**src/dsr_pkg.sv**
```systemverilog
package dsr_pkg;
	// register addresses carried in the low six bits of the command byte
	localparam logic [5:0] ADDR_WATCHDOG_DIAGNOSIS = 6'h13;
	localparam logic [5:0] ADDR_SUPPLY_THERMAL_DIAGNOSIS = 6'h14;
	// watchdog register fields
	localparam int WD_MISS_LSB = 4;
	localparam int WD_FORCED_WD_BIT = 3;
	localparam int WD_FORCED_TS_BIT = 2;
	localparam int WD_PHASE_LSB = 0;
	// supply register fields
	localparam int SUP_PREWARN_BIT = 7;
	localparam int SUP_RESTART_LSB = 4;
	localparam int SUP_COLLAPSE_BIT = 3;
	localparam int SUP_THERMAL_SHUTDOWN_LEVEL2_BIT = 2;
	localparam int SUP_THERMAL_SHUTDOWN_LEVEL1_BIT = 1;
	localparam int SUP_TW_BIT = 0;
	// limits
	localparam logic [3:0] WD_MISS_LIMIT = 4'hF;
	localparam logic [2:0] RESTART_LIMIT = 3'h7;
	// window phase encodings
	localparam logic [1:0] PHASE_EARLY = 2'h0;
	localparam logic [1:0] PHASE_MID = 2'h1;
	localparam logic [1:0] PHASE_LATE = 2'h3;
	// collapse filter: 2 us at 20 MHz, least time rounds up
	localparam int CLK_HZ = 20_000_000;
	localparam int COLLAPSE_NS = 2000;
	localparam int COLLAPSE_CYCLES = (COLLAPSE_NS * (CLK_HZ / 1_000_000) + 999) / 1000;
	// reset values
	localparam logic [7:0] RESET_BYTE = 8'h00;
endpackage : dsr_pkg

```
**src/dsr_diag_regs.sv**
```systemverilog
`timescale 1ns/100ps
module dsr_diag_regs (
	// clock and reset
	input wire logic mclk,
	input wire logic rstn,
	// read request decoded from the serial command byte
	input wire logic rd_strobe,
	input wire logic rd_clear,
	input wire logic [5:0] rd_addr,
	// read answer
	output logic [7:0] rd_data,
	output logic rd_valid,
	output logic rd_hit,
	// watchdog events
	input wire logic wd_trigger_ok,
	input wire logic wd_trigger_missed,
	input wire logic [1:0] watchdog_window_phase,
	// supply and thermal events
	input wire logic regulator_low_prewarn,
	input wire logic main_regulator_output_below_2v,
	input wire logic thermal_shutdown_level2_restart_event,
	input wire logic thermal_shutdown_level2,
	input wire logic thermal_shutdown_level1,
	input wire logic thermal_warning_flag,
	input wire logic short_at_startup,
	// battery standby request
	output logic force_standby
);
	import dsr_pkg::*;

	logic [3:0] watchdog_miss_count; // not cleared by reads
	logic forced_standby_by_watchdog; // sticky
	logic forced_standby_by_thermal_or_short; // sticky
	logic [1:0] phase_q; // registered window phase
	logic regulator_low_prewarn_q; // sticky
	logic [2:0] regulator_restart_count; // sticky counter
	logic regulator_collapse_flag; // sticky
	logic thermal_shutdown_level2_q;
	logic thermal_shutdown_level1_q;
	logic tw_q;
	logic collapse_pulse; // from the filter
	logic [3:0] next_miss;
	logic next_fwd;
	logic next_fts;
	logic next_prewarn;
	logic [2:0] next_restart;
	logic next_collapse;
	logic next_thermal_shutdown_level2;
	logic next_thermal_shutdown_level1;
	logic next_tw;
	logic [7:0] next_rd_data;
	logic next_rd_valid;
	logic next_rd_hit;
	logic next_force;
	logic clr_wd; // read-and-clear aimed at the watchdog byte
	logic clr_sup; // read-and-clear aimed at the supply byte
	logic [7:0] wd_byte;
	logic [7:0] sup_byte;

	// collapse filter qualifies the raw comparator
	dsr_collapse_filter #(
		.CYCLES(COLLAPSE_CYCLES)
	) u_filter (
		.mclk(mclk),
		.rstn(rstn),
		.below_2v(main_regulator_output_below_2v),
		.collapse_pulse(collapse_pulse)
	);

	// sticky flag update: set has priority over the clear
	function automatic logic sticky(input logic cur, input logic set, input logic clr);
		sticky = set | (cur & ~clr);
	endfunction : sticky

	// assemble the two data bytes from live state
	always_comb begin
		wd_byte = RESET_BYTE;
		wd_byte[WD_MISS_LSB +: 4] = watchdog_miss_count;
		wd_byte[WD_FORCED_WD_BIT] = forced_standby_by_watchdog;
		wd_byte[WD_FORCED_TS_BIT] = forced_standby_by_thermal_or_short;
		wd_byte[WD_PHASE_LSB +: 2] = phase_q;
		sup_byte = RESET_BYTE;
		sup_byte[SUP_PREWARN_BIT] = regulator_low_prewarn_q;
		sup_byte[SUP_RESTART_LSB +: 3] = regulator_restart_count;
		sup_byte[SUP_COLLAPSE_BIT] = regulator_collapse_flag;
		sup_byte[SUP_THERMAL_SHUTDOWN_LEVEL2_BIT] = thermal_shutdown_level2_q;
		sup_byte[SUP_THERMAL_SHUTDOWN_LEVEL1_BIT] = thermal_shutdown_level1_q;
		sup_byte[SUP_TW_BIT] = tw_q;
	end

	// address decode for clearing; a clear only takes the addressed byte
	always_comb begin
		clr_wd = rd_strobe && rd_clear && (rd_addr == ADDR_WATCHDOG_DIAGNOSIS);
		clr_sup = rd_strobe && rd_clear && (rd_addr == ADDR_SUPPLY_THERMAL_DIAGNOSIS);
	end

	// next state of the watchdog group
	always_comb begin
		next_miss = watchdog_miss_count;
		// a good trigger wins over a miss in the same cycle
		if (wd_trigger_ok) begin
			next_miss = 4'h0;
		end else if (wd_trigger_missed && watchdog_miss_count != WD_MISS_LIMIT) begin
			next_miss = watchdog_miss_count + 4'h1;
		end
		// the read-and-clear deliberately leaves the count alone
		next_fwd = sticky(forced_standby_by_watchdog,
			next_miss == WD_MISS_LIMIT && watchdog_miss_count != WD_MISS_LIMIT, clr_wd);
		// the restart limit is judged on the count after any supply clear, so a clear
		// that restarts the count at one cannot also claim a forced standby
		next_fts = sticky(forced_standby_by_thermal_or_short,
			short_at_startup || (next_restart == RESTART_LIMIT &&
			regulator_restart_count != RESTART_LIMIT),
			clr_wd);
	end

	// next state of the supply group; the watchdog group reads next_restart from here
	always_comb begin
		next_prewarn = sticky(regulator_low_prewarn_q, regulator_low_prewarn, clr_sup);
		next_collapse = sticky(regulator_collapse_flag, collapse_pulse, clr_sup);
		next_thermal_shutdown_level2 = sticky(thermal_shutdown_level2_q, thermal_shutdown_level2, clr_sup);
		next_thermal_shutdown_level1 = sticky(thermal_shutdown_level1_q, thermal_shutdown_level1, clr_sup);
		next_tw = sticky(tw_q, thermal_warning_flag, clr_sup);
		next_restart = regulator_restart_count;
		// an event in the clear cycle becomes a count of one, not lost
		if (clr_sup) begin
			next_restart = thermal_shutdown_level2_restart_event ? 3'h1 : 3'h0;
		end else if (thermal_shutdown_level2_restart_event && regulator_restart_count != RESTART_LIMIT) begin
			next_restart = regulator_restart_count + 3'h1;
		end
	end

	// read answer and standby request
	always_comb begin
		next_rd_valid = rd_strobe;
		next_rd_hit = 1'b0;
		next_rd_data = RESET_BYTE;
		if (rd_strobe) begin
			unique case (rd_addr)
				ADDR_WATCHDOG_DIAGNOSIS: begin
					next_rd_data = wd_byte;
					next_rd_hit = 1'b1;
				end
				ADDR_SUPPLY_THERMAL_DIAGNOSIS: begin
					next_rd_data = sup_byte;
					next_rd_hit = 1'b1;
				end
				default: begin
					// other addresses belong to other banks; answer zero
					next_rd_data = RESET_BYTE;
				end
			endcase
		end
		// hold the request while either forcing condition stands
		next_force = (next_miss == WD_MISS_LIMIT) ||
			(next_restart == RESTART_LIMIT) || next_fts;
	end

	// register every group
	always_ff @(posedge mclk or negedge rstn) begin
		if (!rstn) begin
			watchdog_miss_count <= 4'h0;
			forced_standby_by_watchdog <= 1'b0;
			forced_standby_by_thermal_or_short <= 1'b0;
			phase_q <= PHASE_EARLY;
			regulator_low_prewarn_q <= 1'b0;
			regulator_restart_count <= 3'h0;
			regulator_collapse_flag <= 1'b0;
			thermal_shutdown_level2_q <= 1'b0;
			thermal_shutdown_level1_q <= 1'b0;
			tw_q <= 1'b0;
			rd_data <= RESET_BYTE;
			rd_valid <= 1'b0;
			rd_hit <= 1'b0;
			force_standby <= 1'b0;
		end else begin
			watchdog_miss_count <= next_miss;
			forced_standby_by_watchdog <= next_fwd;
			forced_standby_by_thermal_or_short <= next_fts;
			phase_q <= watchdog_window_phase;
			regulator_low_prewarn_q <= next_prewarn;
			regulator_restart_count <= next_restart;
			regulator_collapse_flag <= next_collapse;
			thermal_shutdown_level2_q <= next_thermal_shutdown_level2;
			thermal_shutdown_level1_q <= next_thermal_shutdown_level1;
			tw_q <= next_tw;
			rd_data <= next_rd_data;
			rd_valid <= next_rd_valid;
			rd_hit <= next_rd_hit;
			force_standby <= next_force;
		end
	end
endmodule : dsr_diag_regs

```
**src/dsr_collapse_filter.sv**
```systemverilog
`timescale 1ns/100ps
// flags a regulator collapse once the low level has lasted longer than the filter time
module dsr_collapse_filter #(
	parameter int CYCLES = dsr_pkg::COLLAPSE_CYCLES
) (
	// clock and reset
	input wire logic mclk,
	input wire logic rstn,
	// comparator level and qualified event
	input wire logic below_2v,
	output logic collapse_pulse
);
	import dsr_pkg::*;
	initial begin
		if (CYCLES < 1 || CYCLES > 65535) $error("collapse filter length out of range");
	end
	logic [15:0] cnt; // cycles the level has stayed low
	logic [15:0] next_cnt;
	logic next_pulse;
	// count while low; pulse once when the time is exceeded
	always_comb begin
		next_cnt = cnt;
		next_pulse = 1'b0;
		if (!below_2v) begin
			next_cnt = 16'h0000;
		end else if (cnt <= 16'(CYCLES)) begin
			next_cnt = cnt + 16'h0001;
			// strictly longer than the time, so fire one past the count
			next_pulse = (cnt == 16'(CYCLES));
		end
	end
	always_ff @(posedge mclk or negedge rstn) begin
		if (!rstn) begin
			cnt <= 16'h0000;
			collapse_pulse <= 1'b0;
		end else begin
			cnt <= next_cnt;
			collapse_pulse <= next_pulse;
		end
	end
endmodule : dsr_collapse_filter

```
**config.mk**
```make
export PLATFORM = sky130hd
export DESIGN_NAME = dsr_diag_regs
export DESIGN_NICKNAME = d
export VERILOG_FILES = /design/src/dsr_pkg.sv /design/src/dsr_diag_regs.sv /design/src/dsr_collapse_filter.sv
export SDC_FILE = /design/constraint.sdc
export NUM_CORES = 1
export LEC_CHECK = 0
export BUFFER_PORTS_ARGS = -buffer_cell sky130_fd_sc_hd__buf_2
export CORE_MARGIN = 8
export CORE_UTILIZATION = 55
export DETAILED_ROUTE_END_ITERATION = 8
export PLACE_DENSITY = 0.78
export REMOVE_ABC_BUFFERS = 1
export SYNTH_ARGS = -nofsm -noshare
export SYNTH_HDL_FRONTEND = slang
export SYNTH_SLANG_ARGS = --single-unit
```
**constraint.sdc**
```tcl
create_clock -name mclk -period 4.7 [get_ports mclk]
set_input_delay 0 -clock mclk [delete_from_list [all_inputs] [get_ports mclk]]
set_output_delay 0 -clock mclk [all_outputs]
set_load 0.01 [all_outputs]
```
# Word-level counts from Yosys, hierarchy flattened
# Cells that the tools add are included.
[word_totals] register_bits=44 wordCells=68
[classes] addsub=3 order_cmp=1 eq_ne=8 n_mux=13 bitwise=16 reduce_logical=11
[op_table] op="$mux W16" n=2
[op_table] op="$add A16 B1 Y16 const B" n=1
[op_table] op="$eq A16 B6 Y1 const B" n=1
[op_table] op="$le A16 B6 Y1 const B" n=1
[op_table] op="$pmux W8 S2" n=1
[op_table] op="$eq A6 B5 Y1 const B" n=2
[op_table] op="$mux W4" n=2
[op_table] op="$mux W8" n=1
[op_table] op="$and A1 B1 Y1" n=7
[op_table] op="$logic_and A1 B1 Y1" n=7
[op_table] op="$or A1 B1 Y1" n=7
[op_table] op="$mux W3" n=2
[op_table] op="$mux W1" n=5
[op_table] op="$add A4 B1 Y4 const B" n=1
[op_table] op="$eq A4 B4 Y1 const B" n=1
[op_table] op="$ne A4 B4 Y1 const B" n=1
[op_table] op="$add A3 B1 Y3 const B" n=1
[op_table] op="$eq A3 B3 Y1 const B" n=1
[op_table] op="$logic_or A1 B1 Y1" n=3
[op_table] op="$ne A3 B3 Y1 const B" n=1
[op_table] op="$ne A2 B1 Y1 const B" n=1
[op_table] op="$not A1 Y1" n=2
[op_table] op="$reduce_or A2 Y1" n=1

# Logic depth before layout (Yosys ltp)
[depth] ltp_word=9 depth_mapped=6 mapped_depth_nobuf=6

# Modules after synthesis
# A second synthesis with hierarchy kept.
[hier_totals] cells_unflattened=172 hier_area_um2=1981.9
[by_module_without_submodules] module="dsr_diag_regs" n_inst=1 cells_per_inst=104 area_per_inst_um2=1239.9
[by_module_without_submodules] module="dsr_collapse_filter" n_inst=1 cells_per_inst=68 area_per_inst_um2=742.0

# Worst setup path after synthesis
# Ideal clock, no wire load.
[synth_path] path_type="reg2reg" startpoint="register u_filter.cnt[0]" endpoint="register u_filter.cnt[5]" arrival_ns=1.549 path_slack_ns=3.073 path_stages_with_launch=7 path_buffers=0 cell_sequence="dfrtp_1 > inv_1 > ha_1 > nor2b_1 > o21ai_0 > or4_1 > a21oi_1"
[synth_between] elab_chain_cells=3
[synth_lines] element="from (decl)" line="dsr_collapse_filter.sv:17" source="logic [15:0] cnt;"
[synth_lines] element="from (signal assigned)" line="dsr_collapse_filter.sv:37" source="cnt <= next_cnt;"
[synth_lines] element="$add A16 B1 Y16" line="dsr_collapse_filter.sv:27" source="next_cnt = cnt + 16'h0001;"
[synth_lines] element="$mux W16" line="dsr_collapse_filter.sv:26" source="end else if (cnt <= 16'(CYCLES)) begin"
[synth_lines] element="$mux W16" line="dsr_collapse_filter.sv:24" source="if (!below_2v) begin"
# Several ways; a longest one is shown, not always the timed one. The select of a mux whose other input is x is not followed.
# A chain may end at the register's enable or synchronous reset.

# Worst setup path in the final report
# Same ends and word-level chain as after synthesis.

==> flow_summary_export.csv <==
group,metric,value,unit
outcome,status,"finished clean",
route,first_iter_violations,80,
synthesis,synth_cell_type_count,44,
synthesis,yosysTopAreaCell,"dfrtp_1",
clocking,postCtsResizedCells,0,
place,port-buffer-count,31,
synthesis,synth_fa_ha_area_frac,0.03197,
sta,max_clock_freq,532.1,MHz
global_routing,antenna_found_initial,0,
clocking,cts_tree,"yes",
synthesis,synthTopCellsByArea,"dfrtp_1 56%, and2_1 3.2%, ha_1 3.2%",
place,dp_hpwl,2988,um
synthesis,avgSynthCellArea,11.44,um^2
setup_path,cp.depth,6,
setup_path,critPathArrivalTime,2.18,ns
clocking,worst_skew_pair.late_latency,0.36,ns
min_path,hold_class,"input port to flip-flop",
setup_path,cp-start-kind,"flip-flop",
route,avgViaCountPerCell,5.653,
clocking,numCtsBuffers,5,
sta,rsz0062_at_grt,"false",
global_routing,use_met1,0.1785,
min_path,min_delay_path_depth,4,
sta,final.setup.tns,0,ns
setup_path,path_class,"flip-flop to flip-flop",
synthesis,synth_enable_flop_cells,0,
synthesis,synth_top_cell_area_share,0.5627,
setup_path,cp.required,5.00,ns
synthesis,synth_top_family_by_area,"simple AND/OR/NAND/NOR gates",
synthesis,synth.most_common_cell,"dfrtp_1",
route,dr_total_vias,1498,
clocking,clock_path_buffers,2,
power,p_leak,1.122,nW
die,coreArea,3390,um^2
global_routing,grt_busiest_layer,"met2",
die,fp.dieArea,5723,um^2
synthesis,netlist_instances,171,
global_routing,grt_pass1_vias,1566,
finish,area_delta_synth_final,21.10,%
sta,final-hold-violation-count,0,
synthesis,yosys.area_share.xor_xnor,0.004476,
synthesis,yosys_most_used_dff,"dfrtp_1",
setup_path,worst-path-max-fanout,6,
die,initial_core_util,0.5773,
clocking,htreeDepth,2,
clocking,cts_root_buf,"clkbuf_4",
setup_path,crit_buf_inv,1,
synthesis,synth_compound_area_frac,0.1355,
setup_path,critPathCaptureType,"flip-flop",
clocking,cts.sinks,44,
place,dp.cells,244,
synthesis,synth_common_cells,"44 x dfrtp_1, 15 x nand2_1, 10 x and2_1, 10 x nor2b_1",
route,wl_per_cell,15.86,um
synthesis,synth-seq-area-share,0.5627,
finish,antenna_cells,0,
sta,finalCritPeriodShare,0.3999,
global_routing,track_usage,0.1625,
setup_path,critical_path.slowest_cell,"or4_1",
setup_path,cpPeakStageDelay,0.58,ns
die,row_count,21,
power,ir_worst_vdd,0.2188,mV
sta,slew_violations,0,
place,gp_congestion,0.7718,
sta,clock_skew,0.01423,ns
finish,stdcell_count,265,
route,ant_nets,0,
global_routing,grt_pass1_wl,7086,um
route,drc,0,
global_routing,grt_max_degree,45,
power,p_per_area,325.4,nW/um^2
finish,final_nets,244,
finish,drive_gt1_frac,0.2192,
global_routing,use_met2,0.3039,
global_routing,use_met3,0.03553,
synthesis,synth-simple-area-share,0.2219,
synthesis,yosys_warnings,0,
sta,slew_headroom,0.3758,
setup_path,crit_family,"simple AND/OR/NAND/NOR gates",
synthesis,async_flop_share,1.000,
die,dieWidth,75.65,um
route,firstDrtPassIters,4,
die,die_y,75.65,um
setup_path,reg2reg_depth,6,
sta,setup_viol,0,
die,io_pins,32,
run,drv_cap,0,
synthesis,synth_mux_area_frac,0.02046,
setup_path,worstPathCellList,"inv_1 > ha_1 > nor2b_1 > o21ai_0 > or4_1 > a21oi_1",
synthesis,syn-cell-area,1957,um^2
route,wl,4203,um
sta,tightest_slew,0.9363,ns
sta,timing.final.crit_period,1.879,ns
global_routing,overflow,0,
clocking,path_clk_slew,0.14,ns
synthesis,ys_ff_latch,44,
==> final cells by class <==
class | count | area [um^2]
timing repair buffer | 44 | 285.3
inverter | 8 | 30.03
sequential | 44 | 1101
clock inverter | 3 | 47.55
clock buffer | 5 | 37.54
multi-input combinational | 115 | 810.8
fill | 266 | 1020
tap | 46 | 57.56
==> cell families (layout without fill, tap and decap cells) <==
| kind of cell | after synthesis | count (layout) |
|---|---|---|
| DFF | 44 | 44 |
| muxes | 4 | 4 |
| buffers and inverters | 12 | 60 |
| AOI/OAI and AO/OA | 38 | 38 |
| xor gates and xnor gates | 1 | 1 |
| adders and majority gates | 5 | 5 |
| and+or+nand+nor | 67 | 67 |
==> repair_timing <==
item	in CTS	in global routing
buffers inserted	0	0
hold buffers	13	0
setup endpoints to repair	0	0
hold endpoints to repair	72	0
==> routing by layer <==
metal / vias up / routed length, um
li1: 707 / -
met1: 751 / 1703
met2: 32 / 2256
met3: 8 / 197
met4: 0 / 45
met5: - / 0
==> registers in the layout (all words and copies together), names as in the netlist <==
signal                              flops
rd_data                                 8
u_filter.cnt                           16
forced_standby_by_thermal_or_short      1
thermal_shutdown_level1_q               1
rd_valid                                1
force_standby                           1
rd_hit                                  1
forced_standby_by_watchdog              1
phase_q                                 2
u_filter.collapse_pulse                 1
watchdog_miss_count                     4
regulator_collapse_flag                 1
tw_q                                    1
thermal_shutdown_level2_q               1
regulator_restart_count                 3
regulator_low_prewarn_q                 1
==> power breakdown <==
group          switching, mW  internal [mW]
registers             0.0229          0.399
clock network          0.124          0.114
logic                 0.0595         0.0521
total                  0.206          0.565
==> stage by stage <==
step                      area, um^2  power, mW  hold slack, ns  setup WS (ns)  utilization
after global routing            2370     0.8099         0.04646          2.733       0.6992
after global placement          2155     0.5176          0.1094          3.039       0.6357
after CTS                       2370     0.7761         0.02788          2.845       0.6992
final                           2370     0.7712         0.03280          2.821       0.6992
after detailed placement        2155     0.5314          0.1097          2.852       0.6357
after floorplan                 1942     0.4872         -0.2956          3.073            -
==> layout by cell type, fill, tap and decap left out, types with 2 or more instances in the layout <==
cell	instances
or4_1	3
o21ai_0	3
a22oi_1	8
buf_2	31
nor4_1	2
nor2b_1	10
ha_1	5
nand2b_1	2
nor2_1	6
nand2_1	15
and2_1	10
o31ai_1	3
clkbuf_4	5
a21o_1	5
a211oi_1	2
clkinv_4	2
dlygate4sd3_1	13
a21boi_0	2
dfrtp_1	44
inv_1	8
mux2i_1	4
nand3_1	4
a21oi_1	7
==> worst reg2reg max path, stage by stage, from the launching register on <==
cell,delay [ns]
dfrtp_1,0.43
inv_1,0.09
ha_1,0.14
nor2b_1,0.17
o21ai_0,0.27
or4_1,0.58
a21oi_1,0.15
==> final timing paths <==
path	from	to	slack, ns
worst max-delay path	u_filter.cnt[0]	u_filter.cnt[5]	2.82
worst min-delay path	rd_clear	forced_standby_by_watchdog	0.03
worst max register to register	u_filter.cnt[0]	u_filter.cnt[5]	2.82
worst min register to register	u_filter.collapse_pulse	regulator_collapse_flag	0.44
max in group asynchronous	rstn	u_filter.cnt[9]	3.81
min in group asynchronous	rstn	rd_data[7]	0.31
No activity file was read; power rests on OpenSTA's default activity.
